--- src/logic/fwsr_pkg.sv ---
// constants, encodings and carriers for the flash write-status host controller
// assumes a single 250 MHz clock domain and a 16-bit asynchronous NOR flash bus
package fwsr_pkg;
  localparam int unsigned CLK_MHZ   = 250;
  localparam int unsigned T_ACC_NS  = 70;
  localparam int unsigned T_WP_NS   = 35;
  localparam int unsigned T_REC_NS  = 20;
  localparam int unsigned ACC_CYC   = (T_ACC_NS * CLK_MHZ + 999) / 1000;
  localparam int unsigned WP_CYC    = (T_WP_NS * CLK_MHZ + 999) / 1000;
  localparam int unsigned REC_CYC   = (T_REC_NS * CLK_MHZ + 999) / 1000;
  localparam int unsigned SYNC_LAT  = 2;
  localparam int unsigned CNT_W     = 8;
  localparam int unsigned AW        = 22;
  localparam int unsigned DW        = 16;

  localparam logic [7:0] REG_CTRL   = 8'h00;
  localparam logic [7:0] REG_ADDR   = 8'h04;
  localparam logic [7:0] REG_WDATA  = 8'h08;
  localparam logic [7:0] REG_STATUS = 8'h0c;
  localparam logic [7:0] REG_RDATA  = 8'h10;

  localparam int unsigned CTRL_OP_LSB   = 0;
  localparam int unsigned CTRL_OP_W     = 3;
  localparam int unsigned CTRL_SKIP_BIT = 4;

  localparam int unsigned BIT_POLL = 7;
  localparam int unsigned BIT_TGL1 = 6;
  localparam int unsigned BIT_TLIM = 5;
  localparam int unsigned BIT_EWIN = 3;
  localparam int unsigned BIT_TGL2 = 2;

  typedef enum logic [2:0] {
    OP_NONE      = 3'h0,
    OP_READ      = 3'h1,
    OP_WRITE     = 3'h2,
    OP_POLL      = 3'h3,
    OP_ERASE_ADD = 3'h4
  } fwsr_op_type;

  // status register, bit 7 first
  typedef struct packed {
    logic ready;
    logic ewin;
    logic tgl2_seen;
    logic suspended;
    logic rejected;
    logic fail;
    logic done;
    logic busy;
  } fwsr_stat_type;
  localparam fwsr_stat_type STAT_RST = 8'h00;

  typedef struct packed {
    logic          we;
    logic [AW-1:0] addr;
    logic [DW-1:0] wdata;
  } fwsr_req_type;

  typedef struct packed {
    logic          ce_b;
    logic          oe_b;
    logic          we_b;
    logic          dq_oe_b;
    logic [AW-1:0] addr;
    logic [DW-1:0] dq_o;
  } fwsr_pin_type;
  localparam fwsr_pin_type PIN_IDLE = {4'hf, {AW{1'b0}}, {DW{1'b0}}};
endpackage

--- src/logic/fwsr_sync.sv ---
// two-flop synchroniser for flash pins
// assumes inputs are asynchronous to MCLK; the first stage feeds only the second
`timescale 1ns/10ps
`default_nettype none
module fwsr_sync #(
  parameter int unsigned W = 1
) (
  input  wire logic         clk,
  input  wire logic         rst_b,
  input  wire logic         en,
  input  wire logic [W-1:0] din,
  output var  logic [W-1:0] dout
);
  logic [W-1:0] meta_q;

  always_ff @(posedge clk or negedge rst_b) begin
    if (!rst_b) begin
      meta_q <= '0;
      dout   <= '0;
    end else if (en) begin
      meta_q <= din;
      dout   <= meta_q;
    end
  end
endmodule // fwsr_sync
`default_nettype wire

--- src/logic/fwsr_cyc.sv ---
// one asynchronous flash bus cycle (read or write) per start pulse
// assumes dq_sync is the flash data bus after a two-flop synchroniser
`timescale 1ns/10ps
`default_nettype none
module fwsr_cyc
  import fwsr_pkg::*;
#(
  parameter int unsigned ACC = ACC_CYC,
  parameter int unsigned WP  = WP_CYC,
  parameter int unsigned REC = REC_CYC
) (
  input  wire logic         clk,
  input  wire logic         rst_b,
  input  wire logic         en,
  input  wire logic         start,
  input  wire fwsr_req_type req,
  input  wire logic [DW-1:0] dq_sync,
  output var  fwsr_pin_type pins,
  output var  logic [DW-1:0] rdata,
  output var  logic         done
);
  typedef enum logic [1:0] {
    CY_IDLE = 2'h0,
    CY_ACT  = 2'h1,
    CY_REC  = 2'h2
  } fwsr_cy_type;

  fwsr_cy_type      st_q, st_d;
  logic [CNT_W-1:0] cnt_q, cnt_d;
  fwsr_pin_type     pins_d;
  logic [DW-1:0]    rdata_d;
  logic             done_d;

  always_comb begin
    st_d    = st_q;
    cnt_d   = cnt_q;
    pins_d  = pins;
    rdata_d = rdata;
    done_d  = 1'b0;
    case (st_q)
      CY_IDLE: begin
        if (start) begin
          pins_d.ce_b    = 1'b0;
          pins_d.oe_b    = req.we;
          pins_d.we_b    = !req.we;
          pins_d.dq_oe_b = !req.we;
          pins_d.addr    = req.addr;
          pins_d.dq_o    = req.wdata;
          // reads stay low long enough for the synchroniser to catch the data
          cnt_d = req.we ? CNT_W'(WP - 1) : CNT_W'(ACC + SYNC_LAT - 1);
          st_d  = CY_ACT;
        end
      end
      CY_ACT: begin
        cnt_d = cnt_q - CNT_W'(1);
        if (cnt_q == '0) begin
          if (pins.we_b) begin
            rdata_d = dq_sync;
          end
          pins_d.ce_b = 1'b1;
          pins_d.oe_b = 1'b1;
          pins_d.we_b = 1'b1;
          cnt_d       = CNT_W'(REC - 1);
          st_d        = CY_REC;
        end
      end
      CY_REC: begin
        cnt_d = cnt_q - CNT_W'(1);
        if (cnt_q == '0) begin
          pins_d.dq_oe_b = 1'b1;
          done_d         = 1'b1;
          st_d           = CY_IDLE;
        end
      end
      default: begin
        pins_d = PIN_IDLE;
        st_d   = CY_IDLE;
      end
    endcase
  end

  always_ff @(posedge clk or negedge rst_b) begin
    if (!rst_b) begin
      st_q  <= CY_IDLE;
      cnt_q <= '0;
      pins  <= PIN_IDLE;
      rdata <= '0;
      done  <= 1'b0;
    end else if (en) begin
      st_q  <= st_d;
      cnt_q <= cnt_d;
      pins  <= pins_d;
      rdata <= rdata_d;
      done  <= done_d;
    end
  end
endmodule // fwsr_cyc
`default_nettype wire

--- src/logic/fwsr_host.sv ---
// host controller that drives a NOR flash and watches its write-operation status bits
// assumes a classic Wishbone master on the register side and the flash pins on the other
`timescale 1ns/10ps
`default_nettype none
module fwsr_host
  import fwsr_pkg::*;
#(
  parameter logic [DW-1:0] RESET_CMD = 16'h00f0
) (
  input  wire logic          MCLK,
  input  wire logic          RST_B,
  input  wire logic          EN,
  input  wire logic          WB_CYC_I,
  input  wire logic          WB_STB_I,
  input  wire logic          WB_WE_I,
  input  wire logic [7:0]    WB_ADR_I,
  input  wire logic [3:0]    WB_SEL_I,
  input  wire logic [31:0]   WB_DAT_I,
  output var  logic [31:0]   WB_DAT_O,
  output var  logic          WB_ACK_O,
  output var  logic          FL_CE_B,
  output var  logic          FL_OE_B,
  output var  logic          FL_WE_B,
  output var  logic [AW-1:0] FL_ADDR,
  output var  logic [DW-1:0] FL_DQ_O,
  output var  logic          FL_DQ_OE_B,
  input  wire logic [DW-1:0] FL_DQ_I,
  input  wire logic          FL_RYBY_I
);
  typedef enum logic [3:0] {
    ST_IDLE    = 4'h0,
    ST_SINGLE  = 4'h1,
    ST_P1      = 4'h2,
    ST_P2      = 4'h3,
    ST_P3      = 4'h4,
    ST_P4      = 4'h5,
    ST_RST     = 4'h6,
    ST_EW_PRE  = 4'h7,
    ST_EW_CMD  = 4'h8,
    ST_EW_POST = 4'h9
  } fwsr_st_type;

  // pins, synchronisers and the bus cycle engine
  logic [DW-1:0] dq_sync;
  logic          ryby_sync;
  fwsr_pin_type  pins;
  logic [DW-1:0] cyc_rdata;
  logic          cyc_done;
  fwsr_req_type  req_q, req_d;
  logic          go_q, go_d;

  fwsr_sync #(.W(DW + 1)) u_sync (
    .clk   (MCLK),
    .rst_b (RST_B),
    .en    (EN),
    .din   ({FL_RYBY_I, FL_DQ_I}),
    .dout  ({ryby_sync, dq_sync})
  );

  fwsr_cyc u_cyc (
    .clk     (MCLK),
    .rst_b   (RST_B),
    .en      (EN),
    .start   (go_q),
    .req     (req_q),
    .dq_sync (dq_sync),
    .pins    (pins),
    .rdata   (cyc_rdata),
    .done    (cyc_done)
  );

  assign FL_CE_B    = pins.ce_b;
  assign FL_OE_B    = pins.oe_b;
  assign FL_WE_B    = pins.we_b;
  assign FL_ADDR    = pins.addr;
  assign FL_DQ_O    = pins.dq_o;
  assign FL_DQ_OE_B = pins.dq_oe_b;

  // wishbone slave and software registers
  logic [AW-1:0]  addr_q, addr_d;
  logic [DW-1:0]  wdata_q, wdata_d;
  logic [DW-1:0]  rdata_q, rdata_d;
  logic           skip_q, skip_d;
  logic           ack_d;
  logic [31:0]    dat_d;
  logic [31:0]    sel_mask;
  logic           wr_acc;
  logic           start_w;
  fwsr_op_type    op_w;
  fwsr_stat_type  stat_q, stat_d;
  fwsr_st_type    st_q, st_d;
  logic [DW-1:0]  s1_q, s1_d;

  always_comb begin
    sel_mask = {{8{WB_SEL_I[3]}}, {8{WB_SEL_I[2]}}, {8{WB_SEL_I[1]}}, {8{WB_SEL_I[0]}}};
    wr_acc   = WB_CYC_I && WB_STB_I && WB_WE_I && !WB_ACK_O;
    ack_d    = WB_CYC_I && WB_STB_I && !WB_ACK_O;
    start_w  = wr_acc && (WB_ADR_I == REG_CTRL) && WB_SEL_I[0];
    op_w     = fwsr_op_type'(WB_DAT_I[CTRL_OP_LSB +: CTRL_OP_W]);
    addr_d   = addr_q;
    wdata_d  = wdata_q;
    if (wr_acc && (WB_ADR_I == REG_ADDR)) begin
      addr_d = AW'(({10'h000, addr_q} & ~sel_mask) | (WB_DAT_I & sel_mask));
    end
    if (wr_acc && (WB_ADR_I == REG_WDATA)) begin
      wdata_d = DW'(({16'h0000, wdata_q} & ~sel_mask) | (WB_DAT_I & sel_mask));
    end
    case (WB_ADR_I)
      REG_CTRL:   dat_d = {27'h0000000, skip_q, 1'b0, 3'h0};
      REG_ADDR:   dat_d = {10'h000, addr_q};
      REG_WDATA:  dat_d = {16'h0000, wdata_q};
      REG_STATUS: dat_d = {24'h000000, stat_q};
      REG_RDATA:  dat_d = {16'h0000, rdata_q};
      default:    dat_d = 32'h00000000;
    endcase
    if (!ack_d) begin
      dat_d = WB_DAT_O;
    end
  end

  // operation sequencer
  always_comb begin
    st_d    = st_q;
    go_d    = 1'b0;
    req_d   = req_q;
    s1_d    = s1_q;
    rdata_d = rdata_q;
    skip_d  = skip_q;
    stat_d  = stat_q;
    stat_d.ready = ryby_sync;
    // status reads always use the software address of the busy location
    req_d.addr = addr_q;
    case (st_q)
      ST_IDLE: begin
        // a start while busy cannot happen here; it is simply ignored elsewhere
        if (start_w && (op_w != OP_NONE)) begin
          skip_d           = WB_DAT_I[CTRL_SKIP_BIT];
          stat_d.done      = 1'b0;
          stat_d.fail      = 1'b0;
          stat_d.rejected  = 1'b0;
          stat_d.suspended = 1'b0;
          stat_d.tgl2_seen = 1'b0;
          stat_d.busy      = 1'b1;
          req_d.wdata      = wdata_q;
          go_d             = 1'b1;
          case (op_w)
            OP_READ: begin
              req_d.we = 1'b0;
              st_d     = ST_SINGLE;
            end
            OP_WRITE: begin
              req_d.we = 1'b1;
              st_d     = ST_SINGLE;
            end
            OP_POLL: begin
              req_d.we = 1'b0;
              st_d     = ST_P1;
            end
            OP_ERASE_ADD: begin
              // with tight spacing guaranteed by software the window check is skipped
              req_d.we = WB_DAT_I[CTRL_SKIP_BIT];
              st_d     = WB_DAT_I[CTRL_SKIP_BIT] ? ST_EW_CMD : ST_EW_PRE;
            end
            default: begin
              go_d = 1'b0;
              st_d = ST_IDLE;
            end
          endcase
        end
      end
      ST_SINGLE: begin
        if (cyc_done) begin
          if (!req_q.we) begin
            rdata_d = cyc_rdata;
          end
          stat_d.done = 1'b1;
          st_d        = ST_IDLE;
        end
      end
      ST_P1, ST_P3: begin
        if (cyc_done) begin
          s1_d = cyc_rdata;
          go_d = 1'b1;
          st_d = (st_q == ST_P1) ? ST_P2 : ST_P4;
        end
      end
      ST_P2: begin
        if (cyc_done) begin
          rdata_d = cyc_rdata;
          if (cyc_rdata[BIT_TGL2] != s1_q[BIT_TGL2]) begin
            stat_d.tgl2_seen = 1'b1;
          end
          if (cyc_rdata[BIT_TGL1] == s1_q[BIT_TGL1]) begin
            // steady toggle one with a moving toggle two marks a suspended sector
            stat_d.suspended = (cyc_rdata[BIT_TGL2] != s1_q[BIT_TGL2]);
            stat_d.done      = 1'b1;
            st_d             = ST_IDLE;
          end else if (cyc_rdata[BIT_TLIM]) begin
            // toggle may stop just as the limit flag rises: check twice more
            go_d = 1'b1;
            st_d = ST_P3;
          end else begin
            s1_d = cyc_rdata;
            go_d = 1'b1;
          end
        end
      end
      ST_P4: begin
        if (cyc_done) begin
          rdata_d = cyc_rdata;
          if (cyc_rdata[BIT_TGL1] == s1_q[BIT_TGL1]) begin
            stat_d.done = 1'b1;
            st_d        = ST_IDLE;
          end else begin
            req_d.we    = 1'b1;
            req_d.wdata = RESET_CMD;
            go_d        = 1'b1;
            st_d        = ST_RST;
          end
        end
      end
      ST_RST: begin
        if (cyc_done) begin
          stat_d.fail = 1'b1;
          stat_d.done = 1'b1;
          st_d        = ST_IDLE;
        end
      end
      ST_EW_PRE: begin
        if (cyc_done) begin
          stat_d.ewin = cyc_rdata[BIT_EWIN];
          if (cyc_rdata[BIT_EWIN]) begin
            // erase already running: the device would ignore the command
            stat_d.rejected = 1'b1;
            stat_d.done     = 1'b1;
            st_d            = ST_IDLE;
          end else begin
            req_d.we = 1'b1;
            go_d     = 1'b1;
            st_d     = ST_EW_CMD;
          end
        end
      end
      ST_EW_CMD: begin
        if (cyc_done) begin
          if (skip_q) begin
            stat_d.done = 1'b1;
            st_d        = ST_IDLE;
          end else begin
            req_d.we = 1'b0;
            go_d     = 1'b1;
            st_d     = ST_EW_POST;
          end
        end
      end
      ST_EW_POST: begin
        if (cyc_done) begin
          stat_d.ewin     = cyc_rdata[BIT_EWIN];
          stat_d.rejected = cyc_rdata[BIT_EWIN];
          stat_d.done     = 1'b1;
          st_d            = ST_IDLE;
        end
      end
      default: begin
        st_d = ST_IDLE;
      end
    endcase
    // busy falls on the same edge at which done rises
    stat_d.busy = (st_d != ST_IDLE);
  end

  always_ff @(posedge MCLK or negedge RST_B) begin
    if (!RST_B) begin
      WB_ACK_O <= 1'b0;
      WB_DAT_O <= 32'h00000000;
      addr_q   <= '0;
      wdata_q  <= '0;
      rdata_q  <= '0;
      skip_q   <= 1'b0;
      stat_q   <= STAT_RST;
      st_q     <= ST_IDLE;
      s1_q     <= '0;
      go_q     <= 1'b0;
      req_q    <= '0;
    end else if (EN) begin
      WB_ACK_O <= ack_d;
      WB_DAT_O <= dat_d;
      addr_q   <= addr_d;
      wdata_q  <= wdata_d;
      rdata_q  <= rdata_d;
      skip_q   <= skip_d;
      stat_q   <= stat_d;
      st_q     <= st_d;
      s1_q     <= s1_d;
      go_q     <= go_d;
      req_q    <= req_d;
    end
  end
endmodule // fwsr_host
`default_nettype wire

--- config.mk ---
export PLATFORM = sky130hd
export DESIGN_NAME = fwsr_host
export DESIGN_NICKNAME = d
export VERILOG_FILES = /design/src/logic/fwsr_pkg.sv /design/src/logic/fwsr_sync.sv /design/src/logic/fwsr_cyc.sv /design/src/logic/fwsr_host.sv
export SDC_FILE = /design/constraint.sdc
export NUM_CORES = 1
export LEC_CHECK = 0
export ABC_CLOCK_PERIOD_IN_PS = 2200
export BUFFER_PORTS_ARGS = -buffer_cell sky130_fd_sc_hd__buf_2
export CAP_MARGIN = 10
export CORE_UTILIZATION = 45
export CTS_CLUSTER_SIZE = 20
export DETAILED_ROUTE_END_ITERATION = 6
export PLACE_DENSITY = 0.68
export SETUP_SLACK_MARGIN = 0.2
export SKIP_CTS_REPAIR_TIMING = 1
export SLEW_MARGIN = 40
export SYNTH_ARGS = -nofsm -noshare
export SYNTH_HDL_FRONTEND = slang
export SYNTH_SLANG_ARGS = --single-unit
export TNS_END_PERCENT = 20
--- constraint.sdc ---
create_clock -name MCLK -period 2.2 [get_ports MCLK]
set_input_delay 0.66 -clock MCLK [delete_from_list [all_inputs] [get_ports MCLK]]
set_output_delay 0.66 -clock MCLK [all_outputs]
set_load 0.005 [all_outputs]
* After elaboration in Yosys (flattened, before gate mapping)
Index checks and enable logic that the tools add are counted.
** Storage, ports and cells
- Register bits after elaboration :: 250
- Output and inout port bits :: 75
- Logic and storage cells :: 225
** Operators by class
- $add $sub $neg :: 1
- Equal/unequal tests :: 47
- Mux-type cells :: 81
- Bitwise gates (word level) :: 9
- Reduce and logical (&&, ||, !) cells :: 55
** Operators with widths (count)
- case mux 22 bit (5 select lines) :: 1
- 2-to-1 mux 16 bit :: 6
- case mux 38 bit (2 select lines) :: 1
- case mux 16 bit (2 select lines) :: 2
- 2-to-1 mux 4 bit :: 12
- AND 22 bit :: 2
- 2-to-1 mux 42 bit :: 1
- 2-to-1 mux 1 bit :: 29
- != test 2 x 1 -> 1 bit, second input constant :: 14
- case mux 4 bit (7 select lines) :: 1
- case mux 8 bit (3 select lines) :: 1
- != test 2 bit, second input constant :: 11
- NOT 22 bit :: 1
- OR 22 bit :: 1
- 2-to-1 mux 7 bit :: 3
- AND reduction 4 bit :: 5
- AND reduction 5 bit :: 4
- AND 16 bit :: 1
- equality test 4 x 3 -> 1 bit, second input constant :: 4
- equality test 8 x 4 -> 1 bit, second input constant :: 2
- logical NOT 8 bit :: 2
- 2-to-1 mux 8 bit :: 2
- OR 16 bit :: 1
- case mux 7 bit (2 select lines) :: 1
- other kinds (44) :: 85

* Longest topological paths before layout
- Word-level depth :: 9
- Depth in mapped cells :: 9

* Modules after synthesis
A second synthesis with hierarchy kept.
** Second synthesis, totals
- Cell total of the unflattened synthesis :: 916
- Area, all modules :: 10739.0 sq um
** Modules (own cells, without submodules)
- fwsr_host :: instances 1, cells each 554, area an instance 6289.8 sq um, sequential area each 3303.2 sq um
- fwsr_cyc :: instances 1, cells each 290, area an instance 3031.7 sq um, sequential area each 1731.7 sq um
- fwsr_sync :: instances 1, cells each 72, area an instance 1417.6 sq um, sequential area each 850.8 sq um

* Least setup slack after synthesis
OpenSTA, ideal clock, no wires.
- Path kind :: input to register
- From :: input port WB_ADR_I[5]
- To :: register with a tool-made name
- Setup time :: 0.125 ns
- Arrival :: 2.370 ns
- Data required time :: 2.075 ns
- Setup slack :: -0.294 ns
- Cell stages on the path :: 5
- Cells stage by stage :: or4_4 -> nor4_2 -> and4_1 -> buf_4 -> mux2_2
** RTL lines
- from (decl) :: RTL line fwsr_host.sv:16 : input wire logic [7:0] WB_ADR_I,

==> flow_summary.yaml <==
run_status:
  outcome: "complete, but fails checks"
  violations: "DRC"
yosys:
  synth-edff-count: 0
  netlist_area_mm2: 0.0102
  synth_top_area_share_pct: 56.7
  ys_types: 63
  ys_warn_count: 0
  synth-async-reset-ratio_pct: 100
  ys_seq_area_share_pct: 57.8
  syn-instance-count: 861
  post-synth-top-count-cell: "dfrtp_1"
  yosys-top-cells-count: "dfrtp_1 (231), mux2_2 (131), nand2_1 (95), o21ai_0 (56), clkbuf_1 (35)"
  synth_seq_cells: 235
  yosys-top-cells-area: "dfrtp_1 (57%), mux2_2 (14%), nand2_1 (3.5%)"
  synth_ff_type: "dfrtp_1"
  avgSynthCellArea_um2: 11.8
  synth_top_cell_by_area: "dfrtp_1"
timing:
  rsz0062_at_grt: "yes"
  setup_tns_ns: 0
  slew_viol_final: 0
  max_freq_mhz: 482
  finalCriticalPeriod_ns: 2.07
  worstMarginPinSlew_ns: 0.768
  slew_headroom_pct: 48.4
  hold_viol_final: 0
  final-setup-viol-count: 0
  timing.final.crit_share_pct: 94.2
  skew_ns: 0.0152
drt:
  avgViaCountPerCell: 5.52
  wirelength_um: 23500
  dr.pass1.iters: 7
  drt_iter0_drc: 538
  wl_per_cell_um: 17.9
  drc: 11
  via_count: 7268
  antenna_left: 0
cells_and_area:
  layout.nets: 1094
  num_antenna_cells: 0
  instances_no_fill: 1317
  area_growth_pct: 21.6
  layout-drive-gt1-share_pct: 36.4
worst_setup_path:
  critPathKind: "in2reg"
  end_kind: "flip-flop"
  start_kind: "primary input"
  critical_path_required_ns: 2.59
  cp.arrival_ns: 2.47
  crit_fanout: 11
die:
  die_area_mm2: 0.0232
  coreArea_mm2: 0.0220
  fp.dieW_um: 152
  num_io_pins: 142
  die_y_um: 152
  rows: 54
  initial_core_util_pct: 46.3
global_routing:
  grt_start_max_net_pins: 64
  grtUsageTotal_pct: 20.7
  grt_pass1_wl_um: 38700
  antenna_found_initial: 1
  grt_pass1_vias: 7028
  grt_overflow: 0
clocking:
  tritoncts: "done"
  cts.clk_slew.worst_paths_ns: 0.06
  cts_buffers: 25
  root_buffer: "clkbuf_16"
  cts.sink_count: 235
  cts_buffer_depth: 3
  htree_levels: 1
  clock_latency_ns: 0.52
placement:
  dp_hpwl_um: 16800
  io_buffers: 120
  gp_congestion: 0.883
  dp.cells: 1272
power_and_ir_drop:
  swShare_pct: 29.3
  pwr-share-clk_pct: 33.3
  power.internal_mw: 8.15
  leakage_nw: 6.04
  combPwrFrac_pct: 21.0
  netSwitchingPower_mw: 3.38
  p_seq_share_pct: 45.7
  power.density_mw_per_mm2: 931
  peakVddDrop_mv: 0.552
flow_run:
  cap_violations: 0
min_path:
  worstHoldPathType: "in2async"
## power groups by stage
stage | Clock, mW | Combinational (mW) | Sequential (mW)
floorplan | 0 | 1.53 | 5.21
global placement | 0 | 2.27 | 5.32
detailed placement | 0 | 2.35 | 5.33
CTS | 3.93 | 2.35 | 5.25
global route | 4.09 | 2.69 | 5.35
finish | 3.84 | 2.43 | 5.27
## layer usage
metal  wire length [um]  vias up  GRT usage [%]
li1                   -     3428              -
met4                683        2           7.12
met2              10200      224           30.8
met1              11300     3570           31.1
met5                 13        -              0
met3               1400       44           2.84
## through the flow
| stage | power, mW | cell area (um2) | worst slack (ns) | hold slack (ns) | utilization [%] |
|---|---|---|---|---|---|
| after detailed placement | 7.67 | 11600 | -0.414 | 0.450 | 52.6 |
| after global routing | 12.1 | 12400 | 0.0818 | 0.0680 | 56.2 |
| after CTS | 11.5 | 12300 | 0.0494 | 0.0513 | 55.9 |
| final | 11.5 | 12400 | 0.127 | 0.0541 | 56.2 |
| after global placement | 7.58 | 11600 | -0.389 | 0.446 | 52.6 |
| after floorplan | 6.74 | 10300 | -0.183 | 0.364 | - |
## cells in the final DEF, fill, tap and decap left out, types with 7 or more instances in the layout
cell         n
a21boi_0     7
a21oi_1      8
a222oi_1    15
a22o_1      14
a31oi_1      9
buf_12      11
buf_2      118
buf_4       56
clkbuf_1    12
clkbuf_16   25
conb_1      10
dfrtp_1    231
inv_1       27
mux2_2     119
mux2_4      12
nand2_1     94
nand3_1     31
nand4_1     14
nor2_1      26
nor3_1      12
o21ai_0     46
o21ai_1     11
o31ai_1     16
## path summary, 6_finish.rpt
path                           startpoint                 to  slack, ns  cells after the start
min reg2reg                u_cyc.pins[28]     u_cyc.pins[28]       0.46                      2
min                                 RST_B     u_sync.dout[8]       0.05                      1
max reg2reg                       st_q[0]           req_q[9]       0.23                      6
max in group asynchronous           RST_B          async pin       1.48                      2
max                           WB_ADR_I[5]          flip-flop       0.13                      7
min in group MCLK             FL_DQ_I[14]  u_sync.meta_q[14]       0.37                      2
## area by class of cell
| type | instances | area [um2] |
|---|---|---|
| clock inverters | 2 | 13.8 |
| well taps | 280 | 350 |
| inverters | 27 | 101 |
| repair buffers | 188 | 1270 |
| fillers | 1882 | 9640 |
| multi-input cells | 544 | 4040 |
| clock buffers | 41 | 726 |
| flip-flops and latches | 235 | 5890 |
## worst max-delay path: stages
cell	delay [ns]
buf_2	0.11
or4_4	0.55
or2_4	0.28
nor3_2	0.14
buf_4	0.23
nand4_4	0.18
mux2_2	0.32
## kinds of logic after synthesis
family                     Yosys count  synth area share [%]
AOI/OAI and AO/OA                  156                  10.5
buffers and inverters               91                  3.93
muxes                              133                  14.7
adders and majority gates            6                 0.737
DFF                                235                  57.8
and+or+nand+nor                    236                  12.1
xor gates and xnor gates             3                 0.258
other                                1                0.0368
Power figures use the tool's default switching activity.
